===== config.mk =====
export PLATFORM = sky130hd
export DESIGN_NAME = watchdog_source_protect
export DESIGN_NICKNAME = d
export VERILOG_FILES = /design/src/inc/wdt_protect_pkg.sv /design/src/verilog/osc_tick_sync.sv /design/src/verilog/wdt_down_counter.sv /design/src/verilog/watchdog_source_protect.sv
export SDC_FILE = /design/constraint.sdc
export NUM_CORES = 1
export LEC_CHECK = 0
export BUFFER_PORTS_ARGS = -buffer_cell sky130_fd_sc_hd__buf_2
export CORE_AREA = 2 2 75 77
export DETAILED_ROUTE_END_ITERATION = 6
export DIE_AREA = 0 0 77 79
export GPL_ROUTABILITY_DRIVEN = 0
export PLACE_DENSITY = 0.88
export SYNTH_ARGS = -nofsm -noshare
export SYNTH_HDL_FRONTEND = slang
export SYNTH_SLANG_ARGS = --single-unit

===== constraint.sdc =====
create_clock -name i_ref_clk -period 2.42 [get_ports i_ref_clk]
set_clock_uncertainty 0.2 [all_clocks]
set_input_delay 0.242 -clock i_ref_clk [delete_from_list [all_inputs] [get_ports i_ref_clk]]
set_output_delay 0.242 -clock i_ref_clk [all_outputs]
set_load 0.01 [all_outputs]

===== src/inc/wdt_protect_pkg.sv =====
// constants for the source-protected watchdog: register map, field positions, reload values
// assumes an 8-bit register port with a 4-bit address and a single 20 MHz system clock
package wdt_protect_pkg;

    // register port geometry
    localparam int             ADDR_W        = 4;
    localparam int             DATA_W        = 8;
    localparam int             IRQ_W         = 2;

    // register offsets
    localparam logic [3:0]     OFF_RESTART   = 4'h0;
    localparam logic [3:0]     OFF_START     = 4'h1;
    localparam logic [3:0]     OFF_PROT_CTRL = 4'h2;
    localparam logic [3:0]     OFF_CLK_MODE  = 4'h3;
    localparam logic [3:0]     OFF_PROC_MODE = 4'h4;
    localparam logic [3:0]     OFF_COUNT_LO  = 4'h5;
    localparam logic [3:0]     OFF_COUNT_HI  = 4'h6;
    localparam logic [3:0]     OFF_IRQ_STAT  = 4'h7;
    localparam logic [3:0]     OFF_IRQ_MASK  = 4'h8;
    localparam logic [3:0]     OFF_OPTION    = 4'h9;

    // field positions
    localparam int             PROT_EN_POS   = 7;
    localparam int             STOP_REQ_POS  = 0;
    localparam int             LOSC_STOP_POS = 4;
    localparam int             UF_ACT_POS    = 2;
    localparam int             OPT_PINIT_POS = 7;
    localparam int             OPT_ADIS_POS  = 0;
    localparam int             IRQ_UF_POS    = 0;
    localparam int             IRQ_PROT_POS  = 1;

    // option byte home in the non-volatile map
    localparam logic [15:0]    OPTION_ADDR   = 16'hFFFF;

    // restart sequence codes
    localparam logic [7:0]     RESTART_ARM   = 8'h00;
    localparam logic [7:0]     RESTART_FIRE  = 8'hFF;

    // counter geometry and timing
    localparam int             CNT_W         = 12;
    localparam logic [11:0]    CNT_RELOAD    = 12'hFFF;
    localparam int             PROT_PERIOD   = 4096;
    localparam int             CPU_PRESCALE  = 16;

    // reset values
    localparam logic [7:0]     RST_OPTION    = 8'hFF;
    localparam logic [1:0]     RST_IRQ       = 2'h0;

    typedef enum logic [1:0] {
        ST_BOOT    = 2'b00,
        ST_CAPTURE = 2'b01,
        ST_LIVE    = 2'b11
    } boot_state_t;

    function automatic logic hit(input logic [3:0] addr, input logic [3:0] off);
        return addr == off;
    endfunction

endpackage


===== src/verilog/osc_tick_sync.sv =====
// brings the low-speed oscillator into the system clock domain as a one-cycle tick
// assumes the oscillator runs well below half the system clock rate
`timescale 1ns/1ns
`default_nettype none
module osc_tick_sync (
    // clock and reset
    input  wire logic i_ref_clk,
    input  wire logic i_rstn,
    // oscillator
    input  wire logic i_losc_clk,
    output logic      o_tick
);
    logic sync0_q;
    logic sync1_q;
    logic prev_q;

    always_ff @(posedge i_ref_clk or negedge i_rstn) begin
        if (!i_rstn) begin
            sync0_q <= 1'b0;
            sync1_q <= 1'b0;
            prev_q  <= 1'b0;
            o_tick  <= 1'b0;
        end else begin
            sync0_q <= i_losc_clk;
            sync1_q <= sync0_q;
            prev_q  <= sync1_q;
            o_tick  <= sync1_q & ~prev_q;
        end
    end
endmodule
`default_nettype wire


===== src/verilog/wdt_down_counter.sv =====
// reloadable down-counter of the watchdog; wraps to the reload value on underflow
// assumes tick and load come from logic on the same clock
`timescale 1ns/1ns
`default_nettype none
module wdt_down_counter
    import wdt_protect_pkg::*;
#(
    parameter int              WIDTH  = CNT_W,
    parameter logic [WIDTH-1:0] RELOAD = WIDTH'(CNT_RELOAD)
) (
    // clock and reset
    input  wire logic             i_ref_clk,
    input  wire logic             i_rstn,
    // control
    input  wire logic             i_load,
    input  wire logic             i_tick,
    // state
    output logic [WIDTH-1:0]      o_count,
    output logic                  o_underflow
);
    if (WIDTH < 2) begin : g_bad_width
        $error("counter width too small");
    end

    assign o_underflow = i_tick & ~i_load & (o_count == '0);

    always_ff @(posedge i_ref_clk or negedge i_rstn) begin
        if (!i_rstn) begin
            o_count <= RELOAD;
        end else if (i_load || o_underflow) begin
            o_count <= RELOAD;
        end else if (i_tick) begin
            o_count <= o_count - WIDTH'(1);
        end
    end
endmodule
`default_nettype wire


===== src/verilog/watchdog_source_protect.sv =====
// watchdog with count source protection: register port, option capture, lock logic
// assumes option fuses and oscillator are asynchronous pins; wait input is on the clock
`timescale 1ns/1ns
`default_nettype none
// How it works
// - in protection mode the counter steps on low-speed oscillator ticks, not the cpu prescaler.
// - in protection mode the counter runs 4096 oscillator ticks from reload to underflow.
// - with autostart-disable set to 1 the counter stays stopped until the start register is written.
// - with autostart-disable at 0 the counter starts by itself once reset is released.
// - the counter reloads on system reset, on its own underflow, or on 00h then FFh to restart.
// - once counting in protection mode, wait mode does not halt the counter.
// - in protection mode an underflow always raises a watchdog reset, never an interrupt.
// - entering protection mode loads the counter with 0FFFh.
// - entering protection mode clears the oscillator stop bit, switching the oscillator on.
// - entering protection mode sets the underflow action select to reset.
// - while protected, writes to the stop-mode request bit are ignored.
// - while protected, writes to the oscillator stop bit are ignored.
// - a protect-init option bit of 0 forces protection on from reset.
// - protect-init is bit 7 of the option byte and software cannot change it.
// - autostart-disable is bit 0 of the option byte and software cannot change it.
module watchdog_source_protect
    import wdt_protect_pkg::*;
#(
    parameter int PRESCALE = CPU_PRESCALE
) (
    // clock and reset
    input  wire logic              i_ref_clk,
    input  wire logic              i_rstn,
    // register port
    input  wire logic [ADDR_W-1:0] i_addr,
    input  wire logic [DATA_W-1:0] i_wdata,
    input  wire logic              i_wr_stb,
    input  wire logic              i_rd_stb,
    output logic [DATA_W-1:0]      o_rdata,
    // option fuses and oscillator
    input  wire logic [7:0]        i_option_fuse_byte,
    input  wire logic              i_losc_clk,
    // core power state
    input  wire logic              i_wait_mode,
    // system outputs
    output logic                   o_irq,
    output logic                   o_wdt_reset_req,
    output logic                   o_stop_mode_req,
    output logic                   o_losc_stop,
    output logic                   o_protect_active
);
    if (PRESCALE < 2) begin : g_bad_prescale
        $error("prescale must be at least 2");
    end

    localparam int PRE_W = $clog2(PRESCALE);

    boot_state_t      state_q;
    logic [7:0]       fuse_s0_q;
    logic [7:0]       fuse_s1_q;
    logic [7:0]       opt_q;
    logic             prot_q;
    logic             running_q;
    logic             armed_q;
    logic             stop_req_q;
    logic             losc_stop_q;
    logic             uf_act_q;
    logic [IRQ_W-1:0] irq_stat_q;
    logic [IRQ_W-1:0] irq_mask_q;
    logic [PRE_W-1:0] pre_cnt_q;
    logic [CNT_W-1:0] cnt;
    logic [DATA_W-1:0] rdata_d;
    logic             capture;
    logic             wr_restart;
    logic             wr_start;
    logic             wr_prot;
    logic             wr_clk;
    logic             wr_proc;
    logic             wr_stat;
    logic             wr_mask;
    logic             prot_set;
    logic             prot_enter;
    logic             locked;
    logic             restart_fire;
    logic             cnt_load;
    logic             count_en;
    logic             osc_tick;
    logic             pre_tick;
    logic             cnt_tick;
    logic             uf;
    logic             reset_act;
    logic [IRQ_W-1:0] events;

    assign capture    = (state_q == ST_CAPTURE);
    assign wr_restart = i_wr_stb & hit(i_addr, OFF_RESTART);
    assign wr_start   = i_wr_stb & hit(i_addr, OFF_START);
    assign wr_prot    = i_wr_stb & hit(i_addr, OFF_PROT_CTRL);
    assign wr_clk     = i_wr_stb & hit(i_addr, OFF_CLK_MODE);
    assign wr_proc    = i_wr_stb & hit(i_addr, OFF_PROC_MODE);
    assign wr_stat    = i_wr_stb & hit(i_addr, OFF_IRQ_STAT);
    assign wr_mask    = i_wr_stb & hit(i_addr, OFF_IRQ_MASK);

    // protection request from fuse or software; never cleared by software
    assign prot_set   = (capture & ~fuse_s1_q[OPT_PINIT_POS])
                      | (wr_prot & i_wdata[PROT_EN_POS]);
    assign prot_enter = prot_set & ~prot_q;
    assign locked     = prot_q | prot_set;

    assign restart_fire = wr_restart & armed_q & (i_wdata == RESTART_FIRE);
    assign cnt_load     = prot_enter | restart_fire;
    assign count_en     = running_q & (prot_q | ~i_wait_mode);
    assign pre_tick     = (pre_cnt_q == PRE_W'(PRESCALE - 1));
    assign cnt_tick     = count_en & (prot_q ? osc_tick : pre_tick);
    assign reset_act    = uf_act_q | prot_q;
    assign events[IRQ_UF_POS]   = uf & ~reset_act;
    assign events[IRQ_PROT_POS] = prot_enter;

    osc_tick_sync u_osc_tick (
        .i_ref_clk  (i_ref_clk),
        .i_rstn     (i_rstn),
        .i_losc_clk (i_losc_clk),
        .o_tick     (osc_tick)
    );

    // 4096 ticks: reload 0FFFh down through zero
    wdt_down_counter #(
        .WIDTH  (CNT_W),
        .RELOAD (CNT_RELOAD)
    ) u_counter (
        .i_ref_clk   (i_ref_clk),
        .i_rstn      (i_rstn),
        .i_load      (cnt_load),
        .i_tick      (cnt_tick),
        .o_count     (cnt),
        .o_underflow (uf)
    );

    // option fuse synchroniser; not reset, so the static fuse value
    // has already passed both stages when the capture edge comes
    always_ff @(posedge i_ref_clk) begin
        fuse_s0_q <= i_option_fuse_byte;
        fuse_s1_q <= fuse_s0_q;
    end

    // boot sequence
    always_ff @(posedge i_ref_clk or negedge i_rstn) begin
        if (!i_rstn) begin
            state_q <= ST_BOOT;
        end else begin
            unique case (state_q)
                ST_BOOT:    state_q <= ST_CAPTURE;
                ST_CAPTURE: state_q <= ST_LIVE;
                ST_LIVE:    state_q <= ST_LIVE;
                default:    state_q <= ST_BOOT;
            endcase
        end
    end

    // option byte latched once; the register port has no write path to it
    always_ff @(posedge i_ref_clk or negedge i_rstn) begin
        if (!i_rstn) begin
            opt_q <= RST_OPTION;
        end else if (capture) begin
            opt_q <= fuse_s1_q;
        end
    end

    always_ff @(posedge i_ref_clk or negedge i_rstn) begin
        if (!i_rstn) begin
            prot_q <= 1'b0;
        end else if (prot_set) begin
            prot_q <= 1'b1;
        end
    end

    always_ff @(posedge i_ref_clk or negedge i_rstn) begin
        if (!i_rstn) begin
            running_q <= 1'b0;
        end else if ((capture && !fuse_s1_q[OPT_ADIS_POS]) || wr_start) begin
            running_q <= 1'b1;
        end
    end

    // restart sequence: any restart write other than 00h disarms
    always_ff @(posedge i_ref_clk or negedge i_rstn) begin
        if (!i_rstn) begin
            armed_q <= 1'b0;
        end else if (wr_restart) begin
            armed_q <= (i_wdata == RESTART_ARM);
        end
    end

    always_ff @(posedge i_ref_clk or negedge i_rstn) begin
        if (!i_rstn) begin
            pre_cnt_q <= '0;
        end else if (!count_en || pre_tick) begin
            pre_cnt_q <= '0;
        end else begin
            pre_cnt_q <= pre_cnt_q + PRE_W'(1);
        end
    end

    // clock mode bits, frozen while protected
    always_ff @(posedge i_ref_clk or negedge i_rstn) begin
        if (!i_rstn) begin
            stop_req_q  <= 1'b0;
            losc_stop_q <= 1'b0;
        end else if (prot_enter) begin
            losc_stop_q <= 1'b0;
        end else if (wr_clk && !locked) begin
            stop_req_q  <= i_wdata[STOP_REQ_POS];
            losc_stop_q <= i_wdata[LOSC_STOP_POS];
        end
    end

    always_ff @(posedge i_ref_clk or negedge i_rstn) begin
        if (!i_rstn) begin
            uf_act_q <= 1'b0;
        end else if (prot_enter) begin
            uf_act_q <= 1'b1;
        end else if (wr_proc && !locked) begin
            uf_act_q <= i_wdata[UF_ACT_POS];
        end
    end

    // sticky status; a new event wins over a write-one clear
    always_ff @(posedge i_ref_clk or negedge i_rstn) begin
        if (!i_rstn) begin
            irq_stat_q <= RST_IRQ;
            irq_mask_q <= RST_IRQ;
        end else begin
            irq_stat_q <= (irq_stat_q & ~(wr_stat ? i_wdata[IRQ_W-1:0] : RST_IRQ)) | events;
            if (wr_mask) begin
                irq_mask_q <= i_wdata[IRQ_W-1:0];
            end
        end
    end

    always_comb begin
        rdata_d = 8'h00;
        case (i_addr)
            OFF_PROT_CTRL: rdata_d[PROT_EN_POS] = prot_q;
            OFF_CLK_MODE: begin
                rdata_d[STOP_REQ_POS]  = stop_req_q;
                rdata_d[LOSC_STOP_POS] = losc_stop_q;
            end
            OFF_PROC_MODE: rdata_d[UF_ACT_POS] = uf_act_q;
            OFF_COUNT_LO:  rdata_d = cnt[7:0];
            OFF_COUNT_HI:  rdata_d = {4'h0, cnt[CNT_W-1:8]};
            OFF_IRQ_STAT:  rdata_d[IRQ_W-1:0] = irq_stat_q;
            OFF_IRQ_MASK:  rdata_d[IRQ_W-1:0] = irq_mask_q;
            OFF_OPTION:    rdata_d = opt_q;
            default:       rdata_d = 8'h00;
        endcase
    end

    always_ff @(posedge i_ref_clk or negedge i_rstn) begin
        if (!i_rstn) begin
            o_rdata <= 8'h00;
        end else begin
            o_rdata <= i_rd_stb ? rdata_d : 8'h00;
        end
    end

    always_ff @(posedge i_ref_clk or negedge i_rstn) begin
        if (!i_rstn) begin
            o_irq            <= 1'b0;
            o_wdt_reset_req  <= 1'b0;
            o_stop_mode_req  <= 1'b0;
            o_losc_stop      <= 1'b0;
            o_protect_active <= 1'b0;
        end else begin
            o_irq            <= |(irq_stat_q & irq_mask_q);
            o_wdt_reset_req  <= uf & reset_act;
            o_stop_mode_req  <= stop_req_q & ~prot_q;
            o_losc_stop      <= losc_stop_q;
            o_protect_active <= prot_q;
        end
    end
endmodule
`default_nettype wire


==> metrics.log, run 1 <==
INFO  metric status = complete, no violations
INFO  metric synth_area = 2860 um2
INFO  metric rsz0062_at_grt = no
INFO  metric grt_overall_usage = 23.0%
INFO  metric clock_slew_at_the_register_clock_pins_of_the_worst_setup_and_hold_paths = 0.08 ns
INFO  metric hold_path_class = in -> reg
INFO  metric biggest_fanout_along_the_worst_timing_path = 7
INFO  metric die_area = slightly above 6000 um2
INFO  metric placed_cells_incl_taps = around 370
INFO  metric report.final.hold_viol_count = 0
INFO  metric critPathArrivalTime = between 2 and 2.5 ns
INFO  metric cts_buffer_depth = 2
INFO  metric detail-route-antenna-nets = 0
INFO  metric timing.critical_path.slowest_cell_delay = 0.41 ns
INFO  metric clkLatencyLatePin = 0.36 ns
INFO  metric initial_core_util = approximately 54%
INFO  metric grt_pass1_vias = 2,152
INFO  metric routed-via-count = 2,320
INFO  metric critical_path_required_time = 2.47 ns
INFO  metric synthFlopType = dfrtp_1
INFO  metric max_slew.worst_pin.slew = a little over 0.6 ns
INFO  metric grt_start_max_net_pins = 30
INFO  metric number_of_synthesized_flops_with_an_enable_pin = 0
INFO  metric area_overhead_vs_synth = 23.0%
INFO  metric synthDominantAreaCellType = dfrtp_1
INFO  metric totalWireLength = approximately 6600 um
INFO  metric drt_first_iter_violations = 420
INFO  metric tritoncts = yes
INFO  metric post_synth_inst_count = 265
INFO  metric placeableCoreArea = ~5300 um2
INFO  metric buf_inv_stages_crit_path = 1
INFO  metric ys_types = 60
INFO  metric synth_fp_nets = slightly below 300
INFO  metric grt_first_pass_wirelength = roughly 11,000 um
INFO  metric max_cap_violations = 0
INFO  metric layout-drive-gt1-share = 28.3%
INFO  metric setup-violations-final = 0
INFO  metric synthTopCellsByCount = nand2_1, dfrtp_1, dfstp_2
INFO  metric drt_first_pass_iters = 5
INFO  metric synth.yosys.seq_area_share = between 50% and 60%
INFO  metric chain_of_cells_forming_the_critical_path = ha_1 -> and4b_1 -> o2111ai_1 -> buf_4 -> o31ai_1 -> nand4_1
INFO  metric synthMostInstantiatedCell = nand2_1
INFO  metric cp_top_family = compound AO/OA/AOI/OAI gates
INFO  metric path_class = reg -> reg
INFO  metric worst_slew_margin_rel = about 60%
INFO  metric floorplan_die_height = 79 um
INFO  metric p_leak = 1.53 nW
INFO  metric cts-root-buf = clkbuf_8
INFO  metric synthesis.area_per_instance = 10.8 um2
INFO  metric vias_per_cell = 5.84
INFO  metric postSynth.asyncResetShare = 76.8%
INFO  metric number_of_diodes = 0
INFO  metric place.detailed.hpwl = 4190 um
INFO  metric io_pins = 39
INFO  metric io_buffer_count = 38
INFO  metric ys.warnings.count = 0
INFO  metric cts-htree-levels = 3
INFO  metric synth_seq_cells = 69
INFO  metric final_instance_count_excl_fillers = 397
INFO  metric post-route-min-period = 2.12 ns
INFO  metric cp_slowest_cell = dfrtp_1
INFO  metric critical_path.startpoint_type = register
INFO  metric synth_top_area_share = around 29%
INFO  metric irDropWorstVdd = 710 uV
INFO  metric initial_antenna_violation_count = 0
INFO  metric worstSetupEndpointType = register
INFO  metric drc = 0
INFO  metric final_net_count = 348
INFO  metric grt.overflow.total = 0
INFO  metric cellPowerDensity = 781 nW/um2
INFO  metric post_synth_main_area_contributors = dfrtp_1, dfstp_2, dfxtp_1, nand2_1, nand4_1
INFO  metric timing_max_transition_violations_final = 0
INFO  metric rows = 27
INFO  metric die_w = 77 um
INFO  metric clkSinkCount = 69
INFO  metric max_clock_freq = 471 MHz
INFO  metric setup_tns = 0 ns
INFO  metric layout_worst_path_cycle_share = between 80% and 90%
INFO  metric routedWlPerCell = 16.6 um
INFO  metric tritoncts.num_buffers = 9
-- metal layers --
| metal | up-vias | routed length [um] | track usage, % |
|---|---|---|---|
| li1 | 1073 | - | - |
| met1 | 1072 | 2670 | 28.4 |
| met2 | 143 | 3110 | 36.5 |
| met3 | 32 | 557 | 6.02 |
| met4 | 0 | 238 | 13.6 |
| met5 | - | 0 | 0 |
-- power by group --
group,internal [W],switching (W),total [W]
registers,0.00129,0.0000897,0.00138
clock network,0.000534,0.000460,0.000994
logic,0.000156,0.000213,0.000369
-- worst min-delay path, stage by stage --
cell and delay, ns:
buf_2 0.16, nand3_1 0.10, o21ai_0 0.08
-- layout by cell type (no fill, tap or decap), types with 10 or more instances in the layout --
cell / instances
buf_2: 38
dfxtp_1: 16
nand4_1: 10
dfstp_2: 20
o21ai_0: 12
dlygate4sd3_1: 16
dfrtp_1: 33
clkbuf_8: 10
nand2_1: 36
-- kinds of logic (layout without fill, tap and decap cells) --
group,count (synthesis),count (layout),synth area share [%]
AOI/OAI and AO/OA,53,53,13.6
xor gates and xnor gates,2,2,0.613
adders and majority gates,2,2,0.875
buffers and inverters,24,84,3.28
DFF,69,69,58.4
muxes,6,6,2.27
and+or+nand+nor,109,109,20.9
-- stage by stage --
stage | utilization (%) | area (um2) | worst slack, ns | hold WS, ns | power [W]
after floorplan | - | 2860 | 0.510 | -0.254 | 0.00160
after global placement | 58.6 | 3130 | 0.431 | 0.0545 | 0.00171
after detailed placement | 58.6 | 3130 | 0.354 | 0.0729 | 0.00173
after CTS | 66.0 | 3520 | 0.0358 | 0.0285 | 0.00276
after global routing | 65.9 | 3520 | 0.147 | 0.0785 | 0.00287
final | 65.9 | 3520 | 0.296 | 0.0594 | 0.00275
-- state kept, by name (all words and copies together) (netlist names), 2 cells and up --
| register | flops |
|---|---|
| state_q | 2 |
| opt_q | 8 |
| irq_stat_q | 2 |
| o_rdata | 8 |
| fuse_s0_q | 8 |
| fuse_s1_q | 8 |
| pre_cnt_q | 4 |
| irq_mask_q | 2 |
| u_counter.o_count | 12 |
-- final cells by class --
cell class                 instances  area, um2
clock buffer                      12        188
inverter                           9       33.8
tap                               72       90.1
clock inverter                     4       32.5
multi-input combinational        172       1100
sequential                        69       1670
fill                             411       1820
timing repair buffer              59        400
-- worst paths after layout --
| path | from | slack, ns | cells after the start | end |
|---|---|---|---|---|
| worst min-delay path | i_wr_stb | 0.06 | 3 | armed_q |
| worst max-delay path | pre_cnt_q[0] | 0.30 | 6 | u_counter.o_count[7] |
| worst min register to register | fuse_s0_q[3] | 0.13 | 0 | fuse_s1_q[3] |
| worst max register to register | pre_cnt_q[0] | 0.30 | 6 | u_counter.o_count[7] |
| max in group asynchronous | i_rstn | 1.17 | 3 | u_counter.o_count[1] |
| min in group asynchronous | i_rstn | 0.21 | 2 | o_stop_mode_req |
-- repair_timing --
item | CTS | global route
buffers inserted | 0 | 0
setup endpoints to repair | 0 | 1
hold endpoints to repair | 34 | 0
hold buffers | 17 | 0
resized for setup | 0 | 1
Power figures use the tool's default switching activity.
==> run 2, diff against run 1 <==
GPL_TIMING_DRIVEN = 0   (was unset)
HOLD_SLACK_MARGIN = 0.15   (was unset)
==> run 2 against run 1 <==
Setup slack worse by 0.13 ns. Flip-flop and latch count did not move. Fmax down 5.7%. Hold slack better by 0.099 ns. Clock power fell by 12%. Largest power group unchanged.
==> metrics.log, run 2 (synthesis results as in run 1) <==
INFO  metric status = complete, no violations (unchanged)
INFO  metric number_of_diodes = 0 (unchanged)
INFO  metric cts-root-buf = clkbuf_8 (unchanged)
INFO  metric timing_max_transition_violations_final = 0 (unchanged)
INFO  metric max_slew.worst_pin.slew = 1.13 ns (was 0.610 ns)
INFO  metric initial_core_util = 53.6% (unchanged)
INFO  metric placed_cells_incl_taps = 372 (was 365)
INFO  metric tritoncts.num_buffers = 9 (unchanged)
INFO  metric vias_per_cell = 5.76 (was 5.84)
INFO  metric setup-violations-final = 0 (unchanged)
INFO  metric biggest_fanout_along_the_worst_timing_path = 8 (was 7)
INFO  metric post_cts_resize_count = 0 (unchanged)
INFO  metric number_of_buffers_inserted_by_post_cts_setup_repair = 0 (unchanged)
INFO  metric path_class = in -> reg (was reg -> reg)
INFO  metric total_power = 0.00264 W (was 0.00275 W)
INFO  metric flip_flop_count_of_the_largest_register_after_layout = 12 (unchanged)
INFO  metric worstSetupEndpointType = register (unchanged)
INFO  metric io_buffer_count = 35 (was 38)
INFO  metric report.final.hold_viol_count = 0 (unchanged)
INFO  metric routedWlPerCell = 16.3 um (was 16.6 um)
INFO  metric grt_start_max_net_pins = 54 (was 30)
INFO  metric tritoncts = yes (unchanged)
INFO  metric largest-register = u_counter.o_count (unchanged)
INFO  metric routed-via-count = 2,395 (was 2,320)
INFO  metric drt_first_iter_violations = 355 (was 420)
INFO  metric final_net_count = 367 (was 348)
INFO  metric detail-route-antenna-nets = 0 (unchanged)
INFO  metric whs = 0.158 ns (was 0.0594 ns)
INFO  metric rsz0062_at_grt = no (unchanged)
INFO  metric final_common_cell = buf_2 (unchanged)
INFO  metric post-route-min-period = 2.25 ns (was 2.12 ns)
INFO  metric critical_path_required_time = 2.45 ns (was 2.47 ns)
INFO  metric critPathArrivalTime = 2.29 ns (was 2.17 ns)
INFO  metric hold_path_class = reg -> reg (was in -> reg)
INFO  metric die_area = 6080 um2 (unchanged)
INFO  metric rows = 27 (unchanged)
INFO  metric clkSinkCount = 69 (unchanged)
INFO  metric cts-htree-levels = 3 (unchanged)
INFO  metric fillerInstances = 413 (was 411)
INFO  metric layout-drive-gt1-share = 25.0% (was 28.3%)
INFO  metric final_instance_count_excl_fillers = 416 (was 397)
INFO  metric io_pins = 39 (unchanged)
INFO  metric cts_buffer_depth = 2 (unchanged)
INFO  metric max_clock_freq = 444 MHz (was 471 MHz)
INFO  metric irDropWorstVdd = 677 uV (was 710 uV)
INFO  metric placeableCoreArea = 5340 um2 (unchanged)
INFO  metric pre_cts_slack = 0.299 ns (was 0.354 ns)
INFO  metric grt.overflow.total = 0 (unchanged)
INFO  metric floorplan_die_height = 79 um (unchanged)
INFO  metric critical_path.startpoint_type = primary input (was register)
INFO  metric max_cap_violations = 0 (unchanged)
INFO  metric place.detailed.hpwl = 3980 um (was 4190 um)
INFO  metric worst_slew_margin_rel = 25.0% (was 59.3%)
INFO  metric clock_slew_at_the_register_clock_pins_of_the_worst_setup_and_hold_paths = 0.08 ns (about the same)
INFO  metric most-common-layout-cells = buf_2, nand2_1, dfrtp_1, dlygate4sd3_1, dfstp_2 (was buf_2, nand2_1, dfrtp_1, dfstp_2)
INFO  metric totalWireLength = 6760 um (was 6580 um)
INFO  metric drt_first_pass_iters = 6 (was 5)
INFO  metric p_leak = 1.54 nW (was 1.53 nW)
INFO  metric initial_antenna_violation_count = 0 (unchanged)
INFO  metric clkLatencyLatePin = 0.35 ns (was 0.36 ns)
INFO  metric setup_tns = 0 ns (unchanged)
INFO  metric grt_first_pass_wirelength = 10,600 um (was 10,500 um)
INFO  metric final_critical_path_setup_slack = 0.169 ns (was 0.296 ns)
INFO  metric layout_worst_path_cycle_share = 93.0% (was 87.7%)
INFO  metric die_w = 77 um (unchanged)
INFO  metric drc = 0 (unchanged)
INFO  metric cellPowerDensity = 734 nW/um2 (was 781 nW/um2)
INFO  metric grt_overall_usage = 23.1% (was 23.0%)
INFO  metric area_overhead_vs_synth = 25.6% (was 23.0%)
INFO  metric grt_pass1_vias = 2,248 (was 2,152)
## run 2: worst paths after layout
check	end	depth (start not counted)	slack [ns]	start
hold / removal	u_osc_tick.sync1_q	0	0.16	u_osc_tick.sync0_q
setup / recovery	stop_req_q	6	0.17	i_wr_stb
min in group asynchronous	stop_req_q	2	0.46	i_rstn
max in group asynchronous	u_osc_tick.prev_q	2	0.87	i_rstn
hold reg to reg	u_osc_tick.sync1_q	0	0.16	u_osc_tick.sync0_q
setup reg to reg	u_counter.o_count[1]	6	0.25	state_q[0]
## run 2: repair_timing
item                                    4_1_cts  5_1_grt
hold endpoints to repair                     70        0
endpoints found under the setup margin        0        1
hold buffers                                 29        0
## run 2: report_power, final
part | switching, W | internal (W) | total (W)
combinational | 0.000209 | 0.000167 | 0.000376
sequential | 0.0000911 | 0.00129 | 0.00138
clock | 0.000483 | 0.000396 | 0.000879
total | 0.000784 | 0.00186 | 0.00264
## run 2: cell type report
cell class              count  area (um2)  share of cell area [%]
well taps                  72        90.1                    2.51
clock inverters             7        63.8                    1.78
inverters                   9        33.8                   0.940
flip-flops and latches     69        1670                    46.5
clock buffers               9         124                    3.45
multi-input cells         172        1090                    30.5
plain buffers              15        60.1                    1.67
repair buffers             63         455                    12.7
## run 2: through the flow
step	util, %	cell area, um2
after floorplan	-	2860
after global placement	58.6	3130
after detailed placement	58.6	3130
after CTS	67.5	3600
after global routing	67.3	3590
final	67.3	3590
## run 2: layer usage
metal | wire [um] | GRT usage, % | vias up
met5 | 0 | 0 | -
met4 | 246 | 12.1 | 0
met3 | 512 | 6.48 | 24
met2 | 3300 | 37.5 | 135
met1 | 2700 | 28.3 | 1125
li1 | - | - | 1111
## run 2: critical path, cell delays in order
cell           delay, ns
dlygate4sd3_1       0.56
clkbuf_1            0.29
nand4bb_1           0.26
o221ai_1            0.47
nor2_1              0.16
mux2_2              0.30
==> run 3, diff against run 2 <==
CTS_CLUSTER_SIZE = 10   (was unset)
clock period = 2.17 ns   (was 2.42 ns; I/O delays follow)
==> run 3 against run 2 <==
Critical path depth did not move. Sequential power rose by 12%. Global-route usage fell by 0.27 points. Combinational power rose by 11%. Highest routed layer unchanged. Flip-flop and latch count did not move.
==> metrics.log, run 3 (synthesis results as in run 1) <==
INFO  metric status = complete, no violations (unchanged)
INFO  metric grt_start_max_net_pins = 54 (unchanged)
INFO  metric clkSinkCount = 69 (unchanged)
INFO  metric grt_overall_usage = 22.8% (was 23.1%)
INFO  metric cp_slowest_cell = or3_2 (was dlygate4sd3_1)
INFO  metric chain_of_cells_forming_the_critical_path = ha_1 -> and4b_1 -> o2111ai_1 -> clkbuf_2 -> or3_2 -> nand4_1 (was dlygate4sd3_1 -> clkbuf_1 -> nand4bb_1 -> o221ai_1 -> nor2_1 -> mux2_2)
INFO  metric floorplan_die_height = 79 um (unchanged)
INFO  metric die_area = 6080 um2 (unchanged)
INFO  metric critical_path_required_time = 2.26 ns (was 2.45 ns)
INFO  metric clock_slew_at_the_register_clock_pins_of_the_worst_setup_and_hold_paths = 0.08 ns (about the same)
INFO  metric cts-root-buf = clkbuf_8 (unchanged)
INFO  metric io_buffer_count = 35 (unchanged)
INFO  metric flip_flop_count_of_the_largest_register_after_layout = 12 (unchanged)
INFO  metric number_of_diodes = 0 (unchanged)
INFO  metric timing_max_transition_violations_final = 0 (unchanged)
INFO  metric tritoncts = yes (unchanged)
INFO  metric tritoncts.num_buffers = 9 (unchanged)
INFO  metric hold_path.startpoint = u_osc_tick.sync0_q (unchanged)
INFO  metric cp_top_family = simple AND/OR/NAND/NOR gates (was buffers and inverters)
INFO  metric path_class = reg -> reg (was in -> reg)
INFO  metric layout-drive-gt1-share = 25.5% (was 25.0%)
INFO  metric largest-register = u_counter.o_count (unchanged)
INFO  metric hold_path_class = reg -> reg (unchanged)
INFO  metric grt_first_pass_wirelength = 10,600 um (about the same)
INFO  metric clkLatencyLatePin = 0.35 ns (about the same)
INFO  metric layout_worst_path_cycle_share = 96.5%
INFO  metric critical_path.startpoint_type = register (was primary input)
INFO  metric critPathArrivalTime = 2.18 ns (was 2.29 ns)
INFO  metric initial_antenna_violation_count = 0 (unchanged)
INFO  metric placed_area = 3130 um2 (unchanged)
INFO  metric drc = 0 (unchanged)
INFO  metric vias_per_cell = 5.73 (was 5.76)
INFO  metric fillerInstances = 405 (was 413)
INFO  metric die_w = 77 um (unchanged)
INFO  metric routedWlPerCell = 15.9 um (was 16.3 um)
INFO  metric p_leak = 1.56 nW (was 1.54 nW)
INFO  metric setup-violations-final = 0 (unchanged)
INFO  metric rsz0062_at_grt = yes (was no)
INFO  metric buf_inv_stages_crit_path = 1 (was 2)
INFO  metric max_slew.worst_pin.slew = 1.12 ns (was 1.13 ns)
INFO  metric detail-route-antenna-nets = 0 (unchanged)
INFO  metric routed-via-count = 2,391 (was 2,395)
INFO  metric timing.critical_path.slowest_cell_delay = 0.43 ns (was 0.56 ns)
INFO  metric final_common_cell = buf_2 (unchanged)
INFO  metric number_of_buffers_inserted_by_post_cts_setup_repair = 0 (unchanged)
INFO  metric post-route-cell-area = 3610 um2 (was 3590 um2)
INFO  metric grt_pass1_vias = 2,252 (was 2,248)
INFO  metric biggest_fanout_along_the_worst_timing_path = 10 (was 8)
INFO  metric worstSetupEndpointType = register (unchanged)
INFO  metric io_pins = 39 (unchanged)
INFO  metric report.final.hold_viol_count = 0 (unchanged)
INFO  metric most-common-layout-cells = buf_2, nand2_1, dfrtp_1, dlygate4sd3_1, dfstp_2 (unchanged)
INFO  metric worst_setup_path_startpoint = pre_cnt_q[0] (was i_wr_stb)
INFO  metric drt_first_pass_iters = 5 (was 6)
INFO  metric placeableCoreArea = 5340 um2 (unchanged)
INFO  metric post-route-min-period = roughly 2.1 ns
INFO  metric cts_buffer_depth = 2 (unchanged)
INFO  metric rr_startpoint = pre_cnt_q[0] (was state_q[0])
INFO  metric irDropWorstVdd = 759 uV (was 677 uV)
INFO  metric cts-htree-levels = 3 (unchanged)
INFO  metric setup_tns = 0 ns (unchanged)
INFO  metric initial_core_util = 53.6% (unchanged)
INFO  metric grt.overflow.total = 0 (unchanged)
INFO  metric max_clock_freq = roughly 480 MHz
INFO  metric worst_slew_margin_rel = 25.6% (was 25.0%)
INFO  metric final_net_count = 368 (was 367)
INFO  metric area_overhead_vs_synth = 26.4% (was 25.6%)
INFO  metric rows = 27 (unchanged)
INFO  metric max_cap_violations = 0 (unchanged)
INFO  metric cellPowerDensity = 814 nW/um2 (was 734 nW/um2)
INFO  metric place.detailed.hpwl = 3980 um (unchanged)
INFO  metric totalWireLength = 6620 um (was 6760 um)
INFO  metric drt_first_iter_violations = 310 (was 355)
## run 3: cell type report
type                       count  area (um2)  share of cell area, %
buffer                        14        61.3                   1.70
clock buffer                   9         124                   3.43
clock inverter                 7        63.8                   1.77
inverter                       9        33.8                  0.935
multi-input combinational    172        1090                   30.3
sequential                    69        1670                   46.2
tap                           72        90.1                   2.49
timing repair buffer          65         475                   13.2
## run 3: per-stage QoR
step | hold WS, ns | worst slack [ns] | power, W | utilization, % | cells
2_1_floorplan | -0.279 | 0.260 | 0.00178 | - | 265
3_3_place_gp | 0.110 | 0.0835 | 0.00190 | 58.6 | 372
3_5_place_dp | 0.114 | 0.0485 | 0.00193 | 58.6 | 372
4_1_cts | 0.161 | 0.00386 | 0.00294 | 67.7 | 418
5_1_grt | 0.164 | 0.00126 | 0.00308 | 67.7 | 417
6_report | 0.159 | 0.0763 | 0.00294 | 67.7 | 417
## run 3: repair_timing
| action | 4_1_cts | 5_1_grt |
|---|---|---|
| hold buffers | 30 | 0 |
| endpoints found under the hold margin | 70 | 0 |
| gates resized for setup | 0 | 5 |
| endpoints found under the setup margin | 0 | 14 |
## run 3: per-layer routing
| layer | routed length, um | vias up | share of wire, % | track usage (%) |
|---|---|---|---|---|
| met5 | 0 | - | 0 | 0 |
| met4 | 123 | 0 | 1.9 | 9.82 |
| met3 | 420 | 16 | 6.3 | 6.82 |
| met2 | 3330 | 114 | 50 | 37.4 |
| met1 | 2750 | 1149 | 42 | 28.4 |
| li1 | - | 1112 | - | - |
## run 3: worst paths after layout
| path | to | slack, ns | depth (start not counted) |
|---|---|---|---|
| worst max-delay path | u_counter.o_count[6] | 0.08 | 6 |
| worst min-delay path | u_osc_tick.sync1_q | 0.16 | 0 |
| worst min register to register | u_osc_tick.sync1_q | 0.16 | 0 |
| min in group asynchronous | stop_req_q | 0.43 | 2 |
| max in group asynchronous | u_osc_tick.prev_q | 0.65 | 2 |
| worst max register to register | u_counter.o_count[6] | 0.08 | 6 |
## run 3: where the power goes
part | internal [W] | switching, W | leakage, nW
logic | 0.000189 | 0.000229 | 0.718
registers | 0.00144 | 0.000100 | 0.752
clock network | 0.000442 | 0.000542 | 0.0907
